<file path="config.mk">
export PLATFORM = sky130hd
export DESIGN_NAME = cmc_mode_ctrl
export DESIGN_NICKNAME = d
export VERILOG_FILES = /design/src/cmc_pkg.sv /design/src/cmc_mode_ctrl.sv
export SDC_FILE = /design/constraint.sdc
export NUM_CORES = 1
export LEC_CHECK = 0
export BUFFER_PORTS_ARGS = -buffer_cell sky130_fd_sc_hd__clkbuf_2
export CORE_MARGIN = 4
export CORE_UTILIZATION = 30
export CTS_CLUSTER_DIAMETER = 80
export DETAILED_ROUTE_END_ITERATION = 16
export GPL_TIMING_DRIVEN = 0
export PLACE_DENSITY_LB_ADDON = 0.3
export SYNTH_ARGS = -nofsm -noshare
export SYNTH_HDL_FRONTEND = slang
export SYNTH_SLANG_ARGS = --single-unit
</file>
<file path="constraint.sdc">
create_clock -name clk -period 5.1 [get_ports clk]
set_input_delay 0.255 -clock clk [delete_from_list [all_inputs] [get_ports clk]]
set_output_delay 0.255 -clock clk [all_outputs]
set_load 0.005 [all_outputs]
</file>
<file path="src/cmc_pkg.sv">
/*
  Package for the mode controller: mode encodings, field widths, reset values
  and the packed structs that carry channel and global state.
  Assumes one clock domain and a single design module that imports it.
*/
// Function
// - one global state, per-channel state
// - global sleep gates clock, registers hold
// - sleep: reads work, writes ignored
// - global reset clears fields, config writable
// - global halt stops all, tests configurable
// - communication only in global operating
// - channel sleep stops clock, holds, ignores writes
// - channel reset clears channel fields, configurable
// - channel halt leaves bus, tests configurable
// - operation reports one communication status
// - global operating/halt effect on channels
// - global reset forces channels to reset, except channels in sleep
// - no sleep with channels active
// - bus lock blocks channel halt
// - both resets clear channel counters, flags; global reset leaves a channel in channel sleep uncleared
// - only global reset clears global fields
// - transmit-mode common FIFO cleared by both, except channel reset entered from channel sleep
// - receive-mode common FIFO cleared globally only
`default_nettype none
package cmc_pkg;
  typedef enum logic [1:0] {
    GM_OPER  = 2'b00,
    GM_RESET = 2'b01,
    GM_HALT  = 2'b10,
    GM_SLEEP = 2'b11
  } cmc_gmode_t;
  typedef enum logic [1:0] {
    CM_OPER  = 2'b00,
    CM_RESET = 2'b01,
    CM_HALT  = 2'b10,
    CM_SLEEP = 2'b11
  } cmc_cmode_t;
  typedef enum logic [1:0] {
    CS_IDLE  = 2'b00,
    CS_RX    = 2'b01,
    CS_TX    = 2'b10,
    CS_BUSOFF = 2'b11
  } cmc_comm_t;
  localparam int CNT_W   = 8;
  localparam int CRC_W   = 15;
  localparam int TS_W    = 16;
  localparam int FMC_W   = 6;
  localparam int TPS_W   = 4;
  localparam int TMS_W   = 2;
  localparam int EFL_W   = 15;
  localparam int GEF_W   = 5;
  localparam int NRXB    = 16;
  localparam int NRXF    = 2;
  localparam int NTXB    = 4;
  localparam logic [CNT_W-1:0] CNT_RST = 8'h00;
  localparam logic [CRC_W-1:0] CRC_RST = 15'h0000;
  localparam logic [TS_W-1:0]  TS_RST  = 16'h0000;
  typedef struct packed {
    logic [TMS_W-1:0] test_select;
    logic             test_enable;
    logic [CNT_W-1:0] receive_error_count;
    logic [CNT_W-1:0] transmit_error_count;
    logic [EFL_W-1:0] err_flags;
    logic [NTXB-1:0]  tx_req;
    logic [NTXB-1:0]  tx_hist;
    logic [CRC_W-1:0] crc;
  } cmc_chan_t;
  typedef struct packed {
    logic             enable;
    logic [FMC_W-1:0] msg_count;
    logic             irq;
    logic             lost;
    logic             full;
    logic             empty;
  } cmc_cfifo_t;
  // channel-side events and updates from the protocol engine
  typedef struct packed {
    logic             rx_active;
    logic             tx_active;
    logic             bus_off;
    logic             bus_lock;
    logic             upd;
    cmc_chan_t        val;
  } cmc_chev_t;
endpackage : cmc_pkg
`default_nettype wire

</file>
<file path="src/cmc_mode_ctrl.sv">
/*
  Global and per-channel mode controller with reset-clearing of state fields.
  Assumes software writes arrive as one-cycle strobes on clk and that the
  protocol engine reports events on the same clock; bus pins are not here.
*/
`default_nettype none
module cmc_mode_ctrl #(
  parameter int NCH = 1
) (
  input  wire logic                         clk,
  input  wire logic                         rst_n,
  input  wire logic                         module_enable_bit,
  input  wire logic                         gmode_wr,
  input  wire cmc_pkg::cmc_gmode_t          gmode_req,
  input  wire logic [NCH-1:0]               cmode_wr,
  input  wire cmc_pkg::cmc_cmode_t          channel_mode_request [NCH],
  input  wire logic                         cfg_wr,
  input  wire cmc_pkg::cmc_chan_t           cfg_chan [NCH],
  input  wire logic                         cfifo_tx_mode,
  input  wire logic                         cfifo_upd,
  input  wire cmc_pkg::cmc_cfifo_t          cfifo_val,
  input  wire logic                         gbl_upd,
  input  wire logic [cmc_pkg::GEF_W-1:0]    gbl_err_set,
  input  wire logic [cmc_pkg::NRXB-1:0]     rx_new_set,
  input  wire logic [cmc_pkg::NRXF-1:0]     rx_fifo_en_wr,
  input  wire logic                         ram_test_wr,
  input  wire logic [cmc_pkg::TPS_W-1:0]    ram_test_page_select_wr,
  input  wire logic                         ram_test_enable_wr,
  input  wire logic                         ts_tick,
  input  wire cmc_pkg::cmc_chev_t           chev [NCH],
  output cmc_pkg::cmc_gmode_t               gmode,
  output cmc_pkg::cmc_cmode_t               cmode [NCH],
  output logic                              global_halted_state,
  output logic [NCH-1:0]                    channel_halted_state,
  output logic [NCH-1:0]                    bus_off_state,
  output cmc_pkg::cmc_comm_t                comm_state [NCH],
  output logic [NCH-1:0]                    comm_allowed,
  output logic [NCH-1:0]                    test_cfg_allowed,
  output logic [NCH-1:0]                    chan_clk_en,
  output logic                              module_clk_en,
  output logic                              gmode_done,
  output logic [NCH-1:0]                    cmode_done,
  output logic [NCH-1:0]                    cmode_refused,
  output cmc_pkg::cmc_chan_t                chan_state [NCH],
  output cmc_pkg::cmc_cfifo_t               cfifo_state,
  output logic [cmc_pkg::GEF_W-1:0]         gbl_err_flags,
  output logic [cmc_pkg::TS_W-1:0]          timestamp_count,
  output logic [cmc_pkg::NRXB-1:0]          rx_buffer_new_data,
  output logic [cmc_pkg::NRXF-1:0]          rx_fifo_enable,
  output logic [cmc_pkg::TPS_W-1:0]         ram_test_page_select,
  output logic                              ram_test_enable
);
  import cmc_pkg::*;

  cmc_gmode_t              gmode_r;
  cmc_cmode_t              cmode_r [NCH];
  cmc_chan_t               chan_r [NCH];
  cmc_cfifo_t              cfifo_r;
  logic [GEF_W-1:0]        gerr_r;
  logic [TS_W-1:0]         ts_r;
  logic [NRXB-1:0]         rxnew_r;
  logic [NRXF-1:0]         rxfe_r;
  logic [TPS_W-1:0]        rtps_r;
  logic                    ram_test_enable_r;
  logic                    gdone_r;
  logic [NCH-1:0]          cdone_r;
  logic [NCH-1:0]          crefuse_r;
  cmc_chan_t               chan_zero;

  assign chan_zero = '0;

  // global request accepted only with module enabled
  wire       g_awake  = (gmode_r != GM_SLEEP);
  wire       g_wr_ok  = module_enable_bit & gmode_wr;
  logic      any_active;
  always_comb begin
    any_active = 1'b0;
    for (int i = 0; i < NCH; i++) begin
      if ((cmode_r[i] == CM_OPER) || (cmode_r[i] == CM_HALT)) begin
        any_active = 1'b1;
      end
    end
  end
  wire       g_sleep_bad = (gmode_req == GM_SLEEP) & any_active;
  wire       g_take      = g_wr_ok & ~g_sleep_bad;
  wire       g_to_reset  = g_take & (gmode_req == GM_RESET) & (gmode_r != GM_RESET);
  wire       g_to_halt   = g_take & (gmode_req == GM_HALT);
  wire       g_to_sleep  = g_take & (gmode_req == GM_SLEEP);

  // channel mode after a global change
  function automatic cmc_cmode_t forced_mode(input cmc_cmode_t cur, input cmc_gmode_t req);
    forced_mode = cur;
    unique case (req)
      GM_OPER:  forced_mode = cur;
      GM_HALT:  forced_mode = (cur == CM_OPER) ? CM_HALT : cur;
      GM_RESET: forced_mode = (cur == CM_SLEEP) ? CM_SLEEP : CM_RESET;
      GM_SLEEP: forced_mode = (cur == CM_RESET) ? CM_SLEEP : cur;
    endcase
  endfunction : forced_mode

  always_ff @(posedge clk) begin
    if (!rst_n) begin
      gmode_r <= GM_RESET;
      gdone_r <= 1'b0;
    end else begin
      gdone_r <= g_take;
      if (g_take) begin
        gmode_r <= gmode_req;
      end
    end
  end

  always_ff @(posedge clk) begin
    if (!rst_n || g_to_reset) begin
      gerr_r  <= '0;
      ts_r    <= TS_RST;
      rxnew_r <= '0;
      rxfe_r  <= '0;
      rtps_r  <= '0;
      ram_test_enable_r  <= 1'b0;
    end else if (g_awake) begin
      if (gbl_upd) begin
        gerr_r  <= gerr_r | gbl_err_set;
        rxnew_r <= rxnew_r | rx_new_set;
      end
      if (ts_tick) begin
        ts_r <= ts_r + 16'h0001;
      end
      if (gmode_r == GM_RESET) begin
        rxfe_r <= rx_fifo_en_wr;
      end
      // RAM test set only in halt
      if (ram_test_wr && (gmode_r == GM_HALT)) begin
        rtps_r <= ram_test_page_select_wr;
        ram_test_enable_r <= ram_test_enable_wr;
      end
    end
  end

  logic any_ch_reset;
  always_comb begin
    any_ch_reset = 1'b0;
    for (int i = 0; i < NCH; i++) begin
      if (cmode_wr[i] && module_enable_bit && channel_mode_request[i] == CM_RESET
          && cmode_r[i] != CM_RESET && cmode_r[i] != CM_SLEEP && !g_take) begin
        any_ch_reset = 1'b1;
      end
    end
  end

  // tx mode cleared by both (not channel reset from channel sleep); rx mode only by global
  wire cf_clr = g_to_reset | (cfifo_tx_mode & any_ch_reset);
  always_ff @(posedge clk) begin
    if (!rst_n || cf_clr) begin
      cfifo_r <= '0;
    end else if (g_awake && cfifo_upd) begin
      cfifo_r <= cfifo_val;
    end
  end

  for (genvar c = 0; c < NCH; c++) begin : g_ch
    wire c_wr      = cmode_wr[c] & module_enable_bit & g_awake;
    wire c_refuse  = c_wr & (channel_mode_request[c] == CM_HALT) & chan_r[c].err_flags[0];
    // channel mode requests cannot exceed global mode
    wire c_lawful  = ~((gmode_r == GM_RESET) & (channel_mode_request[c] != CM_RESET)
                       & (channel_mode_request[c] != CM_SLEEP))
                     & ~((gmode_r == GM_HALT) & (channel_mode_request[c] == CM_OPER));
    wire c_take    = c_wr & ~c_refuse & c_lawful & ~g_take;
    wire c_asleep  = (cmode_r[c] == CM_SLEEP);
    // clear on entry into channel reset
    wire c_to_rst  = (c_take & (channel_mode_request[c] == CM_RESET) & (cmode_r[c] != CM_RESET))
                     | (g_to_reset & ~c_asleep);
    // configuration only in reset or halt
    wire c_cfg_ok  = cfg_wr & ~c_asleep & ((cmode_r[c] == CM_RESET) | (cmode_r[c] == CM_HALT)
                     | (gmode_r == GM_RESET));
    cmc_cmode_t c_nxt;
    assign c_nxt = g_take ? forced_mode(cmode_r[c], gmode_req)
                 : (c_take ? channel_mode_request[c] : cmode_r[c]);

    always_ff @(posedge clk) begin
      if (!rst_n) begin
        cmode_r[c]   <= CM_RESET;
        cdone_r[c]   <= 1'b0;
        crefuse_r[c] <= 1'b0;
      end else begin
        cdone_r[c]   <= c_take | (g_take & (c_nxt != cmode_r[c]));
        crefuse_r[c] <= c_refuse;
        cmode_r[c]   <= c_nxt;
      end
    end

    // channel fields; frozen in channel sleep
    always_ff @(posedge clk) begin
      if (!rst_n || c_to_rst) begin
        chan_r[c] <= chan_zero;
      end else if (g_awake && !c_asleep) begin
        if (c_cfg_ok) begin
          chan_r[c].test_select <= cfg_chan[c].test_select;
          chan_r[c].test_enable <= cfg_chan[c].test_enable;
        end else if (chev[c].upd) begin
          chan_r[c] <= chev[c].val;
        end
      end
    end

    // bus access only when both operating
    assign comm_allowed[c]         = (gmode_r == GM_OPER) & (cmode_r[c] == CM_OPER);
    assign test_cfg_allowed[c]     = (cmode_r[c] == CM_HALT);
    assign chan_clk_en[c]          = ~c_asleep & g_awake;
    assign channel_halted_state[c] = (cmode_r[c] == CM_HALT);
    assign bus_off_state[c]        = comm_allowed[c] & chev[c].bus_off;
    assign comm_state[c] = !comm_allowed[c] ? CS_IDLE
                         : chev[c].bus_off  ? CS_BUSOFF
                         : chev[c].tx_active ? CS_TX
                         : chev[c].rx_active ? CS_RX : CS_IDLE;
    assign cmode[c]      = cmode_r[c];
    assign chan_state[c] = chan_r[c];
  end

  // module clock gated in global sleep
  assign module_clk_en        = g_awake;
  assign gmode                = gmode_r;
  assign global_halted_state  = (gmode_r == GM_HALT);
  assign gmode_done           = gdone_r;
  assign cmode_done           = cdone_r;
  assign cmode_refused        = crefuse_r;
  assign cfifo_state          = cfifo_r;
  assign gbl_err_flags        = gerr_r;
  assign timestamp_count      = ts_r;
  assign rx_buffer_new_data   = rxnew_r;
  assign rx_fifo_enable       = rxfe_r;
  assign ram_test_page_select = rtps_r;
  assign ram_test_enable      = ram_test_enable_r;

endmodule : cmc_mode_ctrl
`default_nettype wire

</file>
==> results.py <==
metrics = {
    "outcome": {
        "status": "completed",
    },
    "pwr": {
        "intPower_w": 0.00194,
        "clkPwrFrac_pct": 46.2,
        "switching_share_pct": 24.7,
        "seqPwrFrac_pct": 42.9,
        "p_per_area_nw_per_um2": 370,
        "power_frac_comb_pct": 10.9,
        "leakagePower_nw": 3.18,
        "ir_drop_mv": 0.206,
        "power_w": 0.00257,
        "power_switching_w": 0.000636,
    },
    "final_layout": {
        "multi_input_area_um2": 1750,
        "fill_cells": 1541,
        "synthToLayoutAreaGrowth_pct": 43.5,
        "drive_gt1_share_pct": 41.6,
        "num-nets-final": 883,
        "fin_cells": 933,
        "n_antenna_cell": 0,
        "register_area_um2": 2950,
    },
    "clock_network": {
        "clock_tree.root_cell": "clkbuf_16",
        "post_cts_buffers": 0,
        "insertion_delay_ns": 0.42,
        "cts.sinks": 119,
        "cts_resized": 0,
        "clkSlewWorstSetupHoldPaths_ns": 0.06,
        "cts_made_buffers": 17,
        "hold_buffers": 0,
        "clockBufferDepth": 2,
        "cts_tree": "yes",
        "htreeDepth": 4,
    },
    "critical_path": {
        "crit_path_max_fanout": 38,
        "required_ns": 5.20,
        "cp-end-kind": "flop",
        "reg2reg_setup_slack_ns": 2.04,
        "path_class": "flop to flop",
        "max_stage_delay_ns": 0.53,
        "path_cells": "inv_1, ha_1, or3b_2, a31oi_2, a211o_1, nand2b_2, buf_12",
        "reg2reg_to": "chan_r[0][1]",
        "cp_slowest_cell": "dfxtp_1",
        "path_delay_family": "simple AND/OR/NAND/NOR gates",
        "crit_arrival_ns": 3.16,
        "r2r_start": "cmode_r[0][1]",
        "critPathBufInv": 2,
        "reg2regPathDepth": 7,
        "startpoint_type": "flop",
    },
    "drt": {
        "routed.top_layer": "met5",
        "wl_per_cell_um": 14.7,
        "drt_iter0_drc": 110,
        "dr_wl_met3_mm": 1.40,
        "drc": 0,
        "vias": 4249,
        "avgViaCountPerCell": 4.55,
        "antenna_left": 0,
        "wl_met1_mm": 5.36,
        "wl_met2_mm": 6.70,
        "wirelength_mm": 13.7,
        "first_pass_iters": 6,
    },
    "placement": {
        "pre_cts_ws_ns": 2.03,
        "numPortBuffers": 244,
        "dp_cells": 901,
        "detailed_place_hpwl_mm": 10.9,
        "gp_congestion": 0.775,
    },
    "sta": {
        "worst_pin_slew_ns": 0.892,
        "fin_setup_tns_ns": 0,
        "min_period_over_period_pct": 60.1,
        "layout_setup_ws_ns": 2.04,
        "finalHoldViolCount": 0,
        "slew-limit-headroom_pct": 40.2,
        "finClkSkew_ns": 0.0105,
        "setup_viol": 0,
        "slew_viol_final": 0,
        "rsz0062_at_grt": "no",
        "period_minus_slack_ns": 3.06,
        "fmax_ghz": 0.326,
    },
    "logic_synthesis": {
        "yosys_warnings": 0,
        "ys_ff_latch": 119,
        "syn_avg_cell_area_um2": 11.0,
        "synth_fp_nets": 619,
        "yosys.area.top_type_share_pct": 35.3,
        "synth_edf_count": 57,
        "synth_cells": 440,
        "yosysSeqAreaShare_pct": 61.0,
        "netlist_top_cells_area": "edfxtp_1 35%, dfxtp_1 26%, and2_1 7.6%",
        "synth_flop_cell": "dfxtp_1",
        "synth_top_area_cell": "edfxtp_1",
        "ys_async_sr_fraction_pct": 0,
        "synthesis.area_um2": 4840,
        "ys_types": 49,
    },
    "floorplanning": {
        "dieWidth_um": 135,
        "start_util_pct": 30.6,
        "rows": 46,
        "die_h_um": 135,
        "dieArea_um2": 18200,
        "io_pins": 301,
        "core_area_um2": 15800,
    },
    "hold_path": {
        "min_to": "gbl_err_flags[0]",
        "hp-start": "gbl_err_set[0]",
        "worstHoldPathCells": 3,
        "hp-class": "input port to flop",
    },
    "grt": {
        "grt_pass1_vias": 4069,
        "grt_use_total_pct": 14.5,
        "grt-ovfl-total": 0,
        "antenna_found_initial": 1,
        "grt_max_degree": 39,
        "grt_first_pass_wirelength_mm": 20.5,
    },
    "flow_run": {
        "drv_cap": 0,
    },
}
flip-flops by register name (all words and copies together) (netlist names):
register              cells
chan_r                   57
rx_buffer_new_data       16
timestamp_count          16
cfifo_state              11
gbl_err_flags             5
ram_test_page_select      4
cmode_r                   2
gmode                     2
rx_fifo_enable            2
cmode_done                1
cmode_refused             1
gmode_done                1
ram_test_enable           1
cells in the mapped netlist, types with 2 or more instances:
cell type	number
or3b_2	2
and2_1	59
and3_1	2
nor2_1	38
inv_1	7
o21ai_0	9
a21oi_1	53
nor2b_1	5
o31ai_1	5
nand3_1	10
or4_1	4
clkbuf_2	5
buf_2	2
xnor2_1	3
edfxtp_1	57
mux2i_1	4
nand2b_1	3
nand2_1	37
a21o_1	2
buf_4	4
o211a_1	2
xor2_1	7
or3_1	5
ha_1	6
dfxtp_1	62
nand4_1	9
o21a_1	3
clkbuf_1	11
nor3b_1	2
a22oi_1	3
power groups by stage:
stage                     combinational (W)  sequential [W]  clock [W]
final                              0.000281         0.00110    0.00119
after floorplan                    0.000120         0.00113          0
after global routing               0.000313         0.00111    0.00127
after global placement             0.000276         0.00112          0
after detailed placement           0.000286         0.00112          0
after CTS                          0.000287         0.00110    0.00121
worst register-to-register path: cells and delay by family, from the launching register on:
kind | cells | cell delay (ns)
flops | 1 | 0.53
simple gates | 2 | 0.92
compound gates | 2 | 0.56
fa+ha+maj | 1 | 0.28
buf+inv | 2 | 0.45
cell families after synthesis:
logic type	Yosys count	share of synthesized area (%)
fa+ha+maj	6	1.55
simple gates	181	19.8
compound gates	89	11.6
buf+inv	30	2.97
flops	119	61.0
mux	5	1.29
xor+xnor	10	1.81
layer usage:
layer	vias to the layer above	global-route usage [%]
li1	2080	-
met1	1964	16.4
met2	188	24.2
met3	15	6.26
met4	2	5.71
met5	-	0
worst max-delay path by stage:
stage                     to           from  cells after the start  slack (ns)
2_1_floorplan   chan_r[0][0]  cmode_r[0][1]                      6        1.55
3_3_place_gp   chan_r[0][35]  cmode_r[0][1]                      6        0.86
3_5_place_dp   chan_r[0][34]  cmode_r[0][1]                      7        2.03
4_1_cts        chan_r[0][34]  cmode_r[0][1]                      7        2.02
5_1_grt        chan_r[0][10]  cmode_r[0][1]                      7        1.92
6_report        chan_r[0][1]  cmode_r[0][1]                      7        2.04
placed cells by master (no fill, tap or decap), types with 5 or more instances in the layout:
| master | synthesis | final |
|---|---|---|
| inv_1 | 7 | 7 |
| o21ai_0 | 9 | 9 |
| a21oi_1 | 53 | 53 |
| and2_1 | 59 | 59 |
| dfxtp_1 | 62 | 62 |
| clkbuf_2 | 5 | 249 |
| clkbuf_16 | 0 | 17 |
| nor2_1 | 38 | 38 |
| nand2_1 | 37 | 37 |
| o31ai_1 | 5 | 5 |
| nand3_1 | 10 | 10 |
| xor2_1 | 7 | 7 |
| nor2b_1 | 5 | 5 |
| edfxtp_1 | 57 | 57 |
| nand4_1 | 9 | 9 |
| ha_1 | 6 | 6 |
| inv_6 | 0 | 5 |
| or3_1 | 5 | 5 |
| clkbuf_1 | 11 | 11 |
cell type report:
cell class / instances / area share (%)
Buffer: 23 / 1.69
Multi-Input combinational cell: 291 / 25.2
Inverter: 7 / 0.378
Clock buffer: 17 / 6.12
Tap cell: 216 / 3.89
Timing Repair Buffer: 245 / 17.9
Clock inverter: 15 / 2.38
Sequential cell: 119 / 42.5
through the flow:
step / instance area [um2] / util [%] / hold slack (ns)
2_1_floorplan: 4840 / - / 0.380
3_3_place_gp: 6330 / 40.0 / 0.445
3_5_place_dp: 6360 / 40.2 / 0.455
4_1_cts: 6950 / 43.9 / 0.0471
5_1_grt: 6950 / 43.9 / 0.0644
6_report: 6950 / 43.9 / 0.0656
Power figures use the tool's default switching activity.
